`src/common/readout_regs.svh`:
```
// Command codes, field positions and reset values of the readout selector
`ifndef READOUT_REGS_SVH
`define READOUT_REGS_SVH

`define CLASS_CTRL 2'h0
`define SEL_CMD_UPPER 6'h01
`define CLR_FLAG_CMD 8'h1F
`define SEL_CKTYPE_BIT 1
`define SEL_SOURCE_BIT 0
`define CKSUM_RESET 8'h00
`define LAST_STATUS_IDX 4'h9
`define CRC8_POLY 8'h07

`endif

```
`src/common/readout_pkg.sv`:
```
// Types shared by the readout selector files
`default_nettype none
package readout_pkg;
   typedef enum logic {CK_XOR, CK_CRC8} cksum_type_t;

   typedef struct packed {
      logic [1:0] char_table_sel;
      logic addr_step_up;
      logic entry_shift;
      logic two_line;
      logic mux_drive_sel;
      logic [2:0] inversion_sel;
      logic [4:0] frame_rate_sel;
      logic display_on;
      logic cursor_on;
      logic char_blink;
      logic shift_or_move;
      logic move_dir;
      logic screen_cfg;
      logic col_order;
      logic row_order;
      logic icon_only_mode;
      logic icon_flash_on;
      logic pump_enable;
      logic [1:0] pump_multiplier;
      logic [8:0] bias_level_a;
      logic [8:0] bias_level_b;
      logic temp_comp_enable;
      logic temp_filter_on;
      logic temp_measure_enable;
      logic [2:0] comp_slope_a;
      logic [2:0] comp_slope_b;
      logic [2:0] comp_slope_c;
      logic [2:0] comp_slope_d;
      logic clock_out_enable;
   } settings_t;

   typedef struct packed {
      logic valid;
      logic rd;
      logic [1:0] command_class_bits;
      logic [7:0] data;
   } cmd_t;
endpackage
`default_nettype wire

```
`src/status_mux.sv`:
```
// Assembles the checksum and nine status bytes and selects one
`default_nettype none
module status_mux (
   // Sources
   input wire readout_pkg::settings_t set_i,
   input wire logic [7:0] cksum_i,
   input wire logic pump_ready_i,
   input wire logic reset_seen_i,
   // Selection
   input wire logic [3:0] idx_i,
   output logic [7:0] byte_o
);
   logic [7:0] st [0:9];
   always_comb begin
      st[0] = cksum_i;
      st[1] = {2'b00, set_i.char_table_sel, set_i.addr_step_up, set_i.entry_shift,
               set_i.two_line, set_i.mux_drive_sel};
      st[2] = {set_i.inversion_sel, set_i.frame_rate_sel};
      st[3] = {set_i.display_on, set_i.cursor_on, set_i.char_blink, set_i.shift_or_move,
               set_i.move_dir, set_i.screen_cfg, set_i.col_order, set_i.row_order};
      st[4] = {1'b0, set_i.icon_only_mode, set_i.icon_flash_on, set_i.pump_enable, 1'b0,
               set_i.pump_multiplier, set_i.bias_level_a[8]};
      st[5] = set_i.bias_level_a[7:0];
      st[6] = {set_i.temp_comp_enable, set_i.temp_filter_on, set_i.comp_slope_a,
               set_i.comp_slope_b};
      st[7] = {set_i.temp_measure_enable, set_i.comp_slope_c, set_i.comp_slope_d,
               set_i.bias_level_b[8]};
      st[8] = set_i.bias_level_b[7:0];
      st[9] = {5'b00000, pump_ready_i, reset_seen_i, set_i.clock_out_enable};
      byte_o = (idx_i <= 4'h9) ? st[idx_i] : 8'h00;
   end
endmodule
`default_nettype wire

```
`src/status_readout_select.sv`:
```
// Readout select and status read logic of the display controller
`include "readout_regs.svh"
`default_nettype none
module status_readout_select (
   // Clock and reset
   input wire logic clk_i,
   input wire logic srst_i,
   // Decoded command bus access
   input wire readout_pkg::cmd_t cmd_i,
   input wire logic rd_next_i,
   // RAM write stream
   input wire logic ram_wr_i,
   input wire logic [7:0] ram_data_i,
   // Mirrored device state
   input wire readout_pkg::settings_t set_i,
   input wire logic [7:0] temp_value_i,
   input wire logic pump_ready_i,
   // Read answer and settings
   output logic [7:0] rd_data_o,
   output logic checksum_type_sel_o,
   output logic status_source_o,
   output logic reset_seen_flag_o
);

   ////////////////////////////////////////////////////////////////////////////////
   logic ck_type_ff;
   logic source_ff;
   logic reset_seen_ff;
   logic [3:0] idx_ff;
   logic [3:0] nxt_idx;
   logic [7:0] rd_data_ff;
   logic [7:0] nxt_rd_data;
   logic [7:0] cksum;
   logic [7:0] status_byte;
   logic [3:0] sel_idx;
   wire is_ctrl_wr;
   wire sel_cmd;
   wire clr_cmd;
   wire status_rd;

   assign is_ctrl_wr = cmd_i.valid && !cmd_i.rd && (cmd_i.command_class_bits == `CLASS_CTRL);
   assign sel_cmd = is_ctrl_wr && (cmd_i.data[7:2] == `SEL_CMD_UPPER);
   assign clr_cmd = is_ctrl_wr && (cmd_i.data == `CLR_FLAG_CMD);
   assign status_rd = cmd_i.valid && cmd_i.rd && (cmd_i.command_class_bits == `CLASS_CTRL);

   ////////////////////////////////////////////////////////////////////////////////
   always_ff @(posedge clk_i) begin
      if (srst_i) begin
         ck_type_ff <= 1'b0;
         source_ff <= 1'b0;
      end else if (sel_cmd) begin
         ck_type_ff <= cmd_i.data[`SEL_CKTYPE_BIT];
         source_ff <= cmd_i.data[`SEL_SOURCE_BIT];
      end
   end

   always_ff @(posedge clk_i) begin
      if (srst_i) begin
         reset_seen_ff <= 1'b1;
      end else if (clr_cmd) begin
         reset_seen_ff <= 1'b0;
      end
   end

   ////////////////////////////////////////////////////////////////////////////////
   // checksum datapath
   write_checksum u_cksum (
      .clk_i(clk_i),
      .srst_i(srst_i),
      .ram_wr_i(ram_wr_i),
      .ram_data_i(ram_data_i),
      .ck_type_i(readout_pkg::cksum_type_t'(ck_type_ff)),
      .cksum_o(cksum)
   );

   status_mux u_mux (
      .set_i(set_i),
      .cksum_i(cksum),
      .pump_ready_i(pump_ready_i),
      .reset_seen_i(reset_seen_ff),
      .idx_i(sel_idx),
      .byte_o(status_byte)
   );

   ////////////////////////////////////////////////////////////////////////////////
   // byte sequencing; stays on status 9 past the end
   assign sel_idx = status_rd ? 4'h0 : idx_ff;
   assign nxt_idx = status_rd ? 4'h1
                  : (rd_next_i && (idx_ff <= `LAST_STATUS_IDX)) ? idx_ff + 4'h1 : idx_ff;
   assign nxt_rd_data = !source_ff ? temp_value_i : status_byte;

   always_ff @(posedge clk_i) begin
      if (srst_i) begin
         idx_ff <= 4'h0;
         rd_data_ff <= 8'h00;
      end else begin
         idx_ff <= (nxt_idx > `LAST_STATUS_IDX) ? `LAST_STATUS_IDX : nxt_idx;
         if (status_rd || rd_next_i) begin
            rd_data_ff <= nxt_rd_data;
         end
      end
   end

   assign rd_data_o = rd_data_ff;
   assign checksum_type_sel_o = ck_type_ff;
   assign status_source_o = source_ff;
   assign reset_seen_flag_o = reset_seen_ff;

   ////////////////////////////////////////////////////////////////////////////////
   // flag after reset
   chk_flag_after_reset: assert property (@(posedge clk_i) $fell(srst_i) |-> reset_seen_flag_o)
      else $error("reset flag not set after reset");
   chk_flag_clear: assert property (@(posedge clk_i) disable iff (srst_i)
      clr_cmd |=> !reset_seen_flag_o)
      else $error("reset flag not cleared");
   chk_source_sel: assert property (@(posedge clk_i) disable iff (srst_i)
      sel_cmd |=> status_source_o == $past(cmd_i.data[0]))
      else $error("source bit not stored");
   chk_cktype_sel: assert property (@(posedge clk_i) disable iff (srst_i)
      sel_cmd |=> checksum_type_sel_o == $past(cmd_i.data[1]))
      else $error("checksum type not stored");
   chk_first_byte: assert property (@(posedge clk_i) disable iff (srst_i)
      (status_rd && source_ff && !sel_cmd) |=> rd_data_o == $past(cksum))
      else $error("first status byte not checksum");
   chk_temp_read: assert property (@(posedge clk_i) disable iff (srst_i)
      (status_rd && !source_ff) |=> rd_data_o == $past(temp_value_i))
      else $error("temperature not returned");
   chk_cksum_zero: assert property (@(posedge clk_i) $fell(srst_i) |-> cksum == 8'h00)
      else $error("checksum not zero after reset");
   chk_status9_bits: assert property (@(posedge clk_i) disable iff (srst_i)
      (rd_next_i && source_ff && idx_ff == 4'h9 && !status_rd) |=>
      rd_data_o == {5'h00, $past(pump_ready_i), $past(reset_seen_flag_o),
                    $past(set_i.clock_out_enable)})
      else $error("status 9 layout wrong");
   chk_pump_ready: assert property (@(posedge clk_i) disable iff (srst_i)
      (rd_next_i && source_ff && idx_ff == 4'h9 && !status_rd) |=> rd_data_o[2] == $past(pump_ready_i))
      else $error("pump ready bit wrong");
   chk_status1_bits: assert property (@(posedge clk_i) disable iff (srst_i)
      (rd_next_i && source_ff && idx_ff == 4'h1 && !status_rd) |=>
      rd_data_o == {2'b00, $past(set_i.char_table_sel), $past(set_i.addr_step_up),
                    $past(set_i.entry_shift), $past(set_i.two_line),
                    $past(set_i.mux_drive_sel)})
      else $error("status 1 layout wrong");
   chk_status2_bits: assert property (@(posedge clk_i) disable iff (srst_i)
      (rd_next_i && source_ff && idx_ff == 4'h2 && !status_rd) |=>
      rd_data_o == {$past(set_i.inversion_sel), $past(set_i.frame_rate_sel)})
      else $error("status 2 layout wrong");
   chk_status3_bits: assert property (@(posedge clk_i) disable iff (srst_i)
      (rd_next_i && source_ff && idx_ff == 4'h3 && !status_rd) |=>
      rd_data_o == {$past(set_i.display_on), $past(set_i.cursor_on), $past(set_i.char_blink),
                    $past(set_i.shift_or_move), $past(set_i.move_dir), $past(set_i.screen_cfg),
                    $past(set_i.col_order), $past(set_i.row_order)})
      else $error("status 3 layout wrong");
   chk_status4_bits: assert property (@(posedge clk_i) disable iff (srst_i)
      (rd_next_i && source_ff && idx_ff == 4'h4 && !status_rd) |=>
      rd_data_o == {1'b0, $past(set_i.icon_only_mode), $past(set_i.icon_flash_on),
                    $past(set_i.pump_enable), 1'b0, $past(set_i.pump_multiplier),
                    $past(set_i.bias_level_a[8])})
      else $error("status 4 layout wrong");
   chk_status5_bits: assert property (@(posedge clk_i) disable iff (srst_i)
      (rd_next_i && source_ff && idx_ff == 4'h5 && !status_rd) |=>
      rd_data_o == $past(set_i.bias_level_a[7:0]))
      else $error("status 5 layout wrong");
   chk_status6_bits: assert property (@(posedge clk_i) disable iff (srst_i)
      (rd_next_i && source_ff && idx_ff == 4'h6 && !status_rd) |=>
      rd_data_o == {$past(set_i.temp_comp_enable), $past(set_i.temp_filter_on),
                    $past(set_i.comp_slope_a), $past(set_i.comp_slope_b)})
      else $error("status 6 layout wrong");
   chk_status7_bits: assert property (@(posedge clk_i) disable iff (srst_i)
      (rd_next_i && source_ff && idx_ff == 4'h7 && !status_rd) |=>
      rd_data_o == {$past(set_i.temp_measure_enable), $past(set_i.comp_slope_c),
                    $past(set_i.comp_slope_d), $past(set_i.bias_level_b[8])})
      else $error("status 7 layout wrong");
   chk_status8_bits: assert property (@(posedge clk_i) disable iff (srst_i)
      (rd_next_i && source_ff && idx_ff == 4'h8 && !status_rd) |=>
      rd_data_o == $past(set_i.bias_level_b[7:0]))
      else $error("status 8 layout wrong");

   ////////////////////////////////////////////////////////////////////////////////
   // Independent CRC step, MSB first, no final inversion
   function automatic logic [7:0] crc8_ref(input logic [7:0] c, input logic [7:0] d);
      logic [7:0] r;
      r = c ^ d;
      for (int i = 0; i < 8; i++) begin
         r = r[7] ? ({r[6:0], 1'b0} ^ `CRC8_POLY) : {r[6:0], 1'b0};
      end
      return r;
   endfunction

   chk_cktype_hold: assert property (@(posedge clk_i) disable iff (srst_i)
      !sel_cmd |=> $stable(checksum_type_sel_o))
      else $error("checksum type changed without select");
   chk_source_hold: assert property (@(posedge clk_i) disable iff (srst_i)
      !sel_cmd |=> $stable(status_source_o))
      else $error("source changed without select");
   chk_flag_hold: assert property (@(posedge clk_i) disable iff (srst_i)
      !clr_cmd |=> $stable(reset_seen_flag_o))
      else $error("reset flag changed without clear");
   chk_cksum_hold: assert property (@(posedge clk_i) disable iff (srst_i)
      !ram_wr_i |=> $stable(cksum))
      else $error("checksum changed without write");
   chk_cksum_xor: assert property (@(posedge clk_i) disable iff (srst_i)
      (ram_wr_i && !checksum_type_sel_o) |=> cksum == ($past(cksum) ^ $past(ram_data_i)))
      else $error("xor checksum step wrong");
   chk_cksum_crc: assert property (@(posedge clk_i) disable iff (srst_i)
      (ram_wr_i && checksum_type_sel_o) |=>
      cksum == crc8_ref($past(cksum), $past(ram_data_i)))
      else $error("crc checksum step wrong");
   chk_rd_hold: assert property (@(posedge clk_i) disable iff (srst_i)
      (!status_rd && !rd_next_i) |=> $stable(rd_data_o))
      else $error("read data changed without read");
   chk_temp_next: assert property (@(posedge clk_i) disable iff (srst_i)
      (rd_next_i && !status_rd && !source_ff) |=> rd_data_o == $past(temp_value_i))
      else $error("temperature not repeated");
   chk_idx_restart: assert property (@(posedge clk_i) disable iff (srst_i)
      status_rd |=> idx_ff == 4'h1)
      else $error("index not restarted");
   chk_idx_step: assert property (@(posedge clk_i) disable iff (srst_i)
      (rd_next_i && !status_rd && idx_ff < 4'h9) |=> idx_ff == $past(idx_ff) + 4'h1)
      else $error("index did not step");
   chk_idx_saturate: assert property (@(posedge clk_i) disable iff (srst_i)
      (rd_next_i && !status_rd && idx_ff == 4'h9) |=> idx_ff == 4'h9)
      else $error("index passed status 9");
   chk_idx_hold: assert property (@(posedge clk_i) disable iff (srst_i)
      (!status_rd && !rd_next_i) |=> $stable(idx_ff))
      else $error("index changed without read");

   ////////////////////////////////////////////////////////////////////////////////
   // reset sets flag
   chk_flag_reset_set: assert property (@(posedge clk_i)
      srst_i |=> reset_seen_flag_o)
      else $error("reset flag not set by reset");
   chk_reset_defaults: assert property (@(posedge clk_i)
      srst_i |=> (!checksum_type_sel_o && !status_source_o &&
                  rd_data_o == 8'h00))
      else $error("settings not default after reset");
   chk_cksum_reset: assert property (@(posedge clk_i)
      srst_i |=> cksum == 8'h00)
      else $error("checksum not cleared by reset");

   cov_status_read: cover property (@(posedge clk_i) status_rd && source_ff);
   cov_temp_read: cover property (@(posedge clk_i) status_rd && !source_ff);
   cov_flag_clear: cover property (@(posedge clk_i) clr_cmd && reset_seen_ff);
   cov_last_byte: cover property (@(posedge clk_i) rd_next_i && idx_ff == 4'h9);
   cov_crc_write: cover property (@(posedge clk_i) ram_wr_i && checksum_type_sel_o);
endmodule
`default_nettype wire

```
`src/write_checksum.sv`:
```
// Running checksum over RAM write bytes, XOR or CRC-8
`include "readout_regs.svh"
`default_nettype none
module write_checksum (
   // Clock and reset
   input wire logic clk_i,
   input wire logic srst_i,
   // Data stream
   input wire logic ram_wr_i,
   input wire logic [7:0] ram_data_i,
   input wire readout_pkg::cksum_type_t ck_type_i,
   // Result
   output logic [7:0] cksum_o
);
   logic [7:0] sum_ff;
   logic [7:0] nxt_sum;

   function automatic logic [7:0] crc8_step(input logic [7:0] c, input logic [7:0] d);
      logic [7:0] r;
      r = c ^ d;
      for (int i = 0; i < 8; i++) begin
         r = r[7] ? ((r << 1) ^ `CRC8_POLY) : (r << 1);
      end
      return r;
   endfunction

   assign nxt_sum = (ck_type_i == readout_pkg::CK_CRC8) ? crc8_step(sum_ff, ram_data_i)
                                                        : (sum_ff ^ ram_data_i);

   always_ff @(posedge clk_i) begin
      if (srst_i) begin
         sum_ff <= `CKSUM_RESET;
      end else if (ram_wr_i) begin
         sum_ff <= nxt_sum;
      end
   end
   assign cksum_o = sum_ff;
endmodule
`default_nettype wire

```
`config.mk`:
```
export PLATFORM = sky130hd
export DESIGN_NAME = status_readout_select
export DESIGN_NICKNAME = d
export VERILOG_FILES = /design/src/common/readout_pkg.sv /design/src/status_mux.sv /design/src/status_readout_select.sv /design/src/write_checksum.sv
export VERILOG_INCLUDE_DIRS = /design/src /design/src/common
export SDC_FILE = /design/constraint.sdc
export NUM_CORES = 1
export LEC_CHECK = 0
export ABC_AREA = 1
export BUFFER_PORTS_ARGS = -buffer_cell sky130_fd_sc_hd__clkbuf_2
export CAP_MARGIN = 5
export CORE_ASPECT_RATIO = 0.75
export CORE_MARGIN = 1
export CORE_UTILIZATION = 48
export DETAILED_ROUTE_END_ITERATION = 7
export HOLD_SLACK_MARGIN = 0.06
export PLACE_DENSITY = 0.85
export SLEW_MARGIN = 20
export SYNTH_ARGS = -nofsm -noshare
export SYNTH_HDL_FRONTEND = slang
export SYNTH_HIERARCHICAL = 1
export SYNTH_SLANG_ARGS = --single-unit
```
`constraint.sdc`:
```
create_clock -name clk_i -period 2.2 [get_ports clk_i]
set_input_delay 0.44 -clock clk_i [delete_from_list [all_inputs] [get_ports clk_i]]
set_output_delay 0.44 -clock clk_i [all_outputs]
set_load 0.005 [all_outputs]
```
==> summary.txt, run 1 <==
Outcome
  • Status: complete, no violations

Layout
  • Number of diodes: 0
  • Fin area: ~2900 µm²
  • Most frequent cells in the layout: nand2_1, clkbuf_2, inv_1, nand3_1, dfxtp_1
  • Layout cell share with drive strength beyond 1: 0.2819
  • Commonest non-fill, non-tap cell in the layout: nand2_1
  • Nets: around 620
  • Post-Layout Cell Count: ~580
  • Final core utilization: 0.6395
  • Reg area: roughly 460 µm²
  • # fillers: roughly 430
  • Area grow syn2layout: 24.67%
  • Footprint of the multi-input gates: around 1500 µm²

Place
  • Pre-CTS setup slack: about 0.075 ns
  • HPWL after DPL: between 5 and 6 mm
  • Post-DP Area: ~2900 µm²
  • Buffers on Ports: 104
  • GPL Wtd Cong: 0.9059
  • Placed insts: about 570

Logic synthesis
  • Mapped Cells: 417
  • Seq/Total Area, Yosys: 0.1952
  • Dominant cell type by area after synthesis: nand2_1
  • Top cells by area, synth: nand2_1, dfxtp_1, nand3_1
  • Avg Cell Area, Syn: between 5 and 6 µm²
  • Flops & latches, synth: 23
  • Syn Nets: ~500
  • Synth warnings: 6
  • Top cell type's share of synthesized area: 0.2562
  • Mapped Area: between 2000 and 2500 µm²
  • Unique masters post-synth: 35

Worst setup path
  • Nature of the critical path startpoint: primary input
  • Max stage delay cell, worst path: inv_2
  • Worst Path Arrival: 2.09 ns
  • Critical Path RT: about 2.4 ns
  • Most used cell, CP: nand2_1
  • Crit-path max FO: 25
  • CP Class: primary input to flop
  • Endpoint class of the critical path: flop
  • Crit-path cells: clkbuf_2, nor2_2, nand3_2, inv_4, nor2_2, inv_2, nand2_1, nand2_1, nand2_1, nand3_1, nand3_1, nand2_1, nand2_1, a31oi_1
  • Critical path's largest stage delay: roughly 0.35 ns

Timing
  • Setup TNS: 0 ns
  • Fin crit share: 0.8621
  • Final Max Slew Viols: 0
  • Clock Skew: 0.006676 ns
  • Final setup margin: approximately 0.3 ns
  • Worst-margin pin slew: between 0.4 and 0.5 ns
  • Peak Freq: approximately 530 MHz
  • Fin crit period: roughly 1.9 ns
  • Relative slew slack: 0.6997
  • Final Setup Violations: 0
  • Fin Hold WS: roughly 0.4 ns
  • Unrepaired setup endpoints after global routing: no
  • Final Hold Viols: 0

Routing
  • Wirelength, routed: 6.711 mm
  • Drt initial violations: around 180
  • Antenna viol nets, final: 0
  • Avg WL per Cell: between 10 and 15 µm
  • DRC viols: 0
  • DRT Pass-1 Iters: 5
  • Vias per cell: between 5 and 6
  • Via count: 2894

Global routing
  • Largest net degree at the start of global routing: 26
  • First-pass GRT wire length: between 10 and 15 mm
  • Tot GR Track Use: 0.2629
  • Number of global-route vias before repair: ~2.7k
  • Initial antenna violation count: 0
  • Overflow after GRT: 0

Power and ir drop
  • Net Sw Frac: 0.3728
  • VDD IR max: between 0.3 and 0.4 mV
  • Power Dens Cells: between 400 and 500 nW/µm²
  • Total power: ~1.3 mW
  • Sequential Power Share: 0.376
  • Switching power: between 0.4 and 0.5 mW
  • Combinational share of power: 0.405
  • Power share of the clock group: 0.219
  • Internal: 0.7857 mW
  • Leakage dissipation: ~1.7 nW

Clock network
  • Post-CTS Setup Inserts: 0
  • CTS max path bufs: 2
  • Clock transition at the registers of the reported paths: around 0.090 ns
  • # clock sinks: 23
  • CTS Buf Count: 3
  • Clock root buffer: clkbuf_8
  • Worst-skew pair later-pin latency: between 0.2 and 0.3 ns
  • CTS tree: built
  • Post_cts resized: 0
  • Hold-fix buffers, CTS: 0
  • CTS H-tree depth: 1

Floorplanning
  • Die height: 62.71 µm
  • Initial Util: 0.5129
  • Die Span X: 82.94 µm
  • Die area: around 5200 µm²
  • Row cnt: 21
  • Ports: 105
  • Core Box Area: ~4600 µm²

Worst hold path
  • HP Class: primary input to flop

Run
  • Maxcap violations: 0
==> flip-flops by register name, indices dropped and copies added, names as in the netlist <==
| register | cells |
|---|---|
| checksum_type_sel_o | 1 |
| u_cksum/cksum_o | 8 |
| status_source_o | 1 |
| idx_ff | 4 |
| reset_seen_flag_o | 1 |
| rd_data_o | 8 |
==> synthesized netlist by cell type (all sizes together) <==
cell type	n
nand2	168
inv	66
nor3	2
buf	13
nand3b	1
xnor2	4
ha	3
xor2	6
nand3	53
nand4	1
clkinv	2
o21ai	23
dfxtp	23
nor2	23
a31oi	10
a21oi	19
==> cell type report <==
| class | count | share of cell area |
|---|---|---|
| clock inverters | 1 | 0.001702 |
| flip-flops and latches | 23 | 0.1566 |
| well taps | 57 | 0.02426 |
| multi-input cells | 313 | 0.5157 |
| repair buffers | 110 | 0.1966 |
| inverters | 68 | 0.09106 |
| clock buffers | 3 | 0.01404 |
==> logic make-up after synthesis <==
family                     Yosys count  synth area share
adders and majority gates            3           0.01592
AOI/OAI and AO/OA                   52            0.1289
buffers and inverters               81            0.1629
xor gates and xnor gates            10           0.04350
and+or+nand+nor                    248            0.4536
DFF                                 23            0.1952
==> path summary, 6_finish.rpt <==
| kind | from | end | cells after the start | slack, ns |
|---|---|---|---|---|
| worst max-delay path | cmd_i[9] | rd_data_o[0]$_SDFFE_PP0P_ | 14 | 0.30 |
| worst min-delay path | temp_value_i[6] | rd_data_o[6]$_SDFFE_PP0P_ | 3 | 0.41 |
| worst max register to register | idx_ff[0]$_SDFF_PP0_ | rd_data_o[2]$_SDFFE_PP0P_ | 10 | 0.39 |
| worst min register to register | reset_seen_flag_o$_SDFFE_PP1P_ | reset_seen_flag_o$_SDFFE_PP1P_ | 2 | 0.51 |
==> power by group through the flow <==
stage	Clock [mW]	Combinational, mW	Sequential, mW
final	0.274	0.508	0.471
after global routing	0.296	0.577	0.475
after CTS	0.272	0.504	0.471
after detailed placement	0	0.502	0.481
after global placement	0	0.488	0.480
after floorplan	0	0.341	0.474
==> critical path, delay by kind of cell <==
family | cells | cell delay, ns
AOI/OAI and AO/OA | 1 | 0.18
and+or+nand+nor | 10 | 0.90
buffers and inverters | 3 | 0.56
==> layer usage <==
layer	share of wire	wire [µm]	track usage	vias to the layer above
met5	0	0	0	-
met4	0.012	82	0.05603	0
met3	0.076	511	0.03435	10
met2	0.47	3130	0.4580	128
met1	0.45	2987	0.3476	1257
li1	-	-	-	1499
No activity file was read; power rests on OpenSTA's default activity.
==> inputs of run 2 (changes only) <==
--- a/config.mk
+++ b/config.mk
@@ -6,15 +6,15 @@
 export SDC_FILE = /design/constraint.sdc
 export NUM_CORES = 1
 export LEC_CHECK = 0
-export ABC_AREA = 1
 export BUFFER_PORTS_ARGS = -buffer_cell sky130_fd_sc_hd__clkbuf_2
 export CAP_MARGIN = 5
 export CORE_ASPECT_RATIO = 0.75
 export CORE_MARGIN = 1
-export CORE_UTILIZATION = 48
+export CORE_UTILIZATION = 47
 export DETAILED_ROUTE_END_ITERATION = 7
 export HOLD_SLACK_MARGIN = 0.06
-export PLACE_DENSITY = 0.85
+export PLACE_DENSITY = 0.86
+export SKIP_CTS_REPAIR_TIMING = 1
 export SLEW_MARGIN = 20
 export SYNTH_ARGS = -nofsm -noshare
 export SYNTH_HDL_FRONTEND = slang
==> run 2 against run 1 <==
  * Register-to-register slack got worse by 0.19 ns
  * Via count decreased by 24%
  * Largest power group unchanged
  * Core utilization up 4.0 points
  * Largest cell class unchanged
  * Combinational power down 2%
  * Count of clock-buffer cells in the layout unchanged
  * Sequential share of layout area grew 0.57 points
  * Cell area down 3.5%
  * First-iteration DRC count decreased by 13%
  * Non-clock buffer count rose by 11
  * Area after synthesis decreased by 9.9%
  * Die area is 7.8% lower
==> summary.txt, run 2 <==
Layout
  • Number of diodes: 0 (unchanged)
  • Area grow syn2layout: 33.57% (was 24.67%)
  • Layout cell share with drive strength beyond 1: 0.4227 (was 0.2819)
  • # fillers: 352 (was 433)
  • Commonest non-fill, non-tap cell in the layout: clkbuf_2 (was nand2_1)
  • Fin area: 2838 µm² (was 2940 µm²)
  • Reg area: 460.4 µm² (unchanged)
  • Most frequent cells in the layout: clkbuf_2, dfxtp_1, nor2_1, mux2i_1, buf_4 (was nand2_1, clkbuf_2, inv_1, nand3_1, dfxtp_1)
  • Footprint of the multi-input gates: 1564 µm² (was 1516 µm²)
  • Nets: 441 (was 616)

Timing
  • Final Setup Violations: 0 (unchanged)
  • Relative slew slack: 0.6533 (was 0.6997)
  • Peak Freq: 487.0 MHz (was 527.2 MHz)
  • Final Max Slew Viols: 0 (unchanged)
  • Worst-margin pin slew: 0.5200 ns (was 0.4498 ns)
  • Fin crit share: 0.9333 (was 0.8621)
  • Setup TNS: 0 ns (unchanged)
  • Fin Hold WS: 0.4193 ns (was 0.4113 ns)
  • Clock Skew: 0.004174 ns (was 0.006676 ns)
  • Fin crit period: 2.053 ns (was 1.897 ns)
  • Final Hold Viols: 0 (unchanged)
  • Unrepaired setup endpoints after global routing: no (unchanged)

Place
  • HPWL after DPL: 4.891 mm (was 5.443 mm)
  • Buffers on Ports: 104 (unchanged)
  • GPL Wtd Cong: 0.8624 (was 0.9059)
  • Post-DP Area: 2779 µm² (was 2894 µm²)

Logic synthesis
  • Mapped Area: 2125 µm² (was 2359 µm²)
  • Avg Cell Area, Syn: 9.237 µm² (was 5.656 µm²)
  • Synth warnings: 6 (unchanged)
  • Synth top cells by count: nor2_1, dfxtp_1, mux2i_1 (was nand2_1, inv_1, nand3_1)
  • Top cell type's share of synthesized area: 0.2167 (was 0.2562)
  • Top-count cell post-synth: nor2_1 (was nand2_1)
  • Unique masters post-synth: 51 (was 35)
  • Flops & latches, synth: 23 (unchanged)
  • Seq/Total Area, Yosys: 0.2167 (was 0.1952)
  • EDFF count, synth: 0 (unchanged)
  • Mapped Cells: 230 (was 417)
  • Dominant cell type by area after synthesis: dfxtp_1 (was nand2_1)
  • Syn Nets: 327 (was 514)
  • Async S/R FF share, synth: 0 (unchanged)
  • Primary FF master, synth: dfxtp_1 (unchanged)
  • Top cells by area, synth: dfxtp_1, mux2i_1, mux4_2 (was nand2_1, dfxtp_1, nand3_1)

Worst setup path
  • CP bufs+invs: 3 (unchanged)
  • Max stage delay cell, worst path: o41ai_2 (was inv_2)
  • Critical Path RT: 2.39 ns (was 2.40 ns)
  • R2R Setup Slk: 0.20 ns (was 0.39 ns)
  • Worst setup path endpoint: rd_data_o[5]$_SDFFE_PP0P_ (was rd_data_o[0]$_SDFFE_PP0P_)
  • Endpoint class of the critical path: flop (unchanged)
  • Critical path's largest stage delay: 0.34 ns (was 0.35 ns)
  • R2R Path End: rd_data_o[4]$_SDFFE_PP0P_ (was rd_data_o[2]$_SDFFE_PP0P_)
  • Worst Setup SP: cmd_i[8] (was cmd_i[9])
  • Crit-path cells: clkbuf_2, nand4bb_1, inv_1, nor2_4, buf_4, mux4_1, nor2_1, o41ai_2, mux2i_1, a211oi_1 (was clkbuf_2, nor2_2, nand3_2, inv_4, nor2_2, inv_2, nand2_1, nand2_1, nand2_1, nand3_1, nand3_1, nand2_1, nand2_1, a31oi_1)
  • CP Class: primary input to flop (unchanged)
  • Crit path max-delay family: compound AO/OA/AOI/OAI gates (was simple AND/OR/NAND/NOR gates)
  • R2R cell count: 8 (was 10)
  • Nature of the critical path startpoint: primary input (unchanged)
  • Worst Path Arrival: 2.24 ns (was 2.09 ns)
  • R2R Path Start: idx_ff[0]$_SDFF_PP0_ (unchanged)
  • Crit-path max FO: 4 (was 25)
  • Critical Path Stages: 10 (was 14)

Run
  • Maxcap violations: 0 (unchanged)

Floorplanning
  • Initial Util: 0.5084 (was 0.5129)
  • Die Span X: 79.64 µm (was 82.94 µm)
  • Core Box Area: 4179 µm² (was 4598 µm²)
  • Die area: 4796 µm² (was 5201 µm²)
  • Ports: 105 (unchanged)
  • Row cnt: 20 (was 21)
  • Die height: 60.23 µm (was 62.71 µm)

Clock network
  • Clock root buffer: clkbuf_8 (unchanged)
  • # clock sinks: 23 (unchanged)
  • Worst-skew pair later-pin latency: 0.27 ns (about the same)
  • CTS tree: built (unchanged)
  • CTS max path bufs: 2 (unchanged)
  • CTS H-tree depth: 1 (unchanged)
  • CTS Buf Count: 3 (unchanged)
  • Clock transition at the registers of the reported paths: 0.09 ns (about the same)

Routing
  • Uppermost layer routed: met4 (unchanged)
  • Metal-1 WL: 2.582 mm (was 2.987 mm)
  • Vias per cell: 5.523 (was 5.033)
  • Via count: 2198 (was 2894)
  • DRT Pass-1 Iters: 4 (was 5)
  • Met3 routed WL: 466 µm (was 511 µm)
  • Avg WL per Cell: 14.69 µm (was 11.67 µm)
  • Met2 wire len: 2.752 mm (was 3.130 mm)
  • DRC viols: 0 (unchanged)
  • Antenna viol nets, final: 0 (unchanged)
  • Wirelength, routed: 5.847 mm (was 6.711 mm)
  • Drt initial violations: 161 (was 184)

Global routing
  • Largest net degree at the start of global routing: 26 (unchanged)
  • Overflow after GRT: 0 (unchanged)
  • First-pass GRT wire length: 9.177 mm (was 11.43 mm)
  • Initial antenna violation count: 0 (unchanged)
  • Tot GR Track Use: 0.2504 (was 0.2629)
  • Number of global-route vias before repair: 2019 (was 2670)

Power and ir drop
  • VDD IR max: 0.3140 mV (was 0.3008 mV)
  • Leakage dissipation: 1.309 nW (was 1.704 nW)
  • Power Dens Cells: 436.9 nW/µm² (was 426.1 nW/µm²)

Worst hold path
  • HP Class: primary input to flop (unchanged)

Outcome
  • Status: complete, no violations (unchanged)
## run 2: cell types whose count changed in the layout (fill, tap and decap cells not counted), moves of 7 or more
| cell | before | now |
|---|---|---|
| nand2_1 | 161 | 11 |
| nand3_1 | 52 | 0 |
| inv_1 | 59 | 9 |
| mux2i_1 | 0 | 17 |
| a211oi_1 | 0 | 13 |
| a21oi_1 | 17 | 5 |
| buf_4 | 5 | 16 |
| o21ai_0 | 17 | 7 |
| mux2_1 | 0 | 9 |
| nor2b_1 | 0 | 9 |
| o22ai_1 | 0 | 7 |
## run 2: metrics by stage
step | power (mW) | util | setup slack [ns] | std cells
after floorplan | 0.7914 | - | 0.06805 | 230
after global placement | 0.9533 | 0.6650 | -0.1066 | 393
after detailed placement | 0.9677 | 0.6650 | -0.1200 | 393
after CTS | 1.236 | 0.6760 | 0.1326 | 397
after global routing | 1.302 | 0.6790 | 0.006027 | 398
final | 1.240 | 0.6790 | 0.1468 | 398
## run 2: logic make-up after synthesis
| family | count (synthesis) | share of synthesized area |
|---|---|---|
| buffers and inverters | 22 | 0.05418 |
| AOI/OAI and AO/OA | 58 | 0.1973 |
| xor gates and xnor gates | 17 | 0.1066 |
| muxes | 37 | 0.2267 |
| and+or+nand+nor | 70 | 0.1808 |
| adders and majority gates | 3 | 0.01767 |
| DFF | 23 | 0.2167 |
## run 2: where the power goes
part | total, mW | leakage, nW | switching (mW) | internal [mW]
Sequential | 0.466 | 0.189 | 0.0240 | 0.442
Clock | 0.274 | 0.0255 | 0.148 | 0.127
Combinational | 0.499 | 1.09 | 0.213 | 0.285
## run 2: worst min path at each step
stage          cells after the start  slack [ns]                           start                          endpoint
5_1_grt                            3        0.47                        cmd_i[0]      status_source_o$_SDFFE_PP0P_
6_report                           3        0.42                        cmd_i[1]  checksum_type_sel_o$_SDFFE_PP0P_
4_1_cts                            3        0.42                        cmd_i[1]  checksum_type_sel_o$_SDFFE_PP0P_
3_3_place_gp                       2        0.49       rd_data_o[7]$_SDFFE_PP0P_         rd_data_o[7]$_SDFFE_PP0P_
2_1_floorplan                      1        0.47  reset_seen_flag_o$_SDFFE_PP1P_    reset_seen_flag_o$_SDFFE_PP1P_
3_5_place_dp                       2        0.49       rd_data_o[1]$_SDFFE_PP0P_         rd_data_o[1]$_SDFFE_PP0P_
## run 2: layout make-up
class                   count  area share
clock buffers               3     0.01455
clock inverters             1    0.001764
inverters                  10     0.01323
multi-input cells         185      0.5511
flip-flops and latches     23      0.1623
well taps                  55     0.02425
repair buffers            121      0.2328
## run 2: layer usage
metal  up-vias  global-route usage
met1      1009              0.3268
li1       1091                   -
met4         0             0.03896
met5         -                   0
met3         6             0.04733
met2        92              0.4396
## run 2: tightest hold or removal path: stages
cell	delay, ns
clkbuf_2	0.08
mux2i_1	0.06
nor2_1	0.07
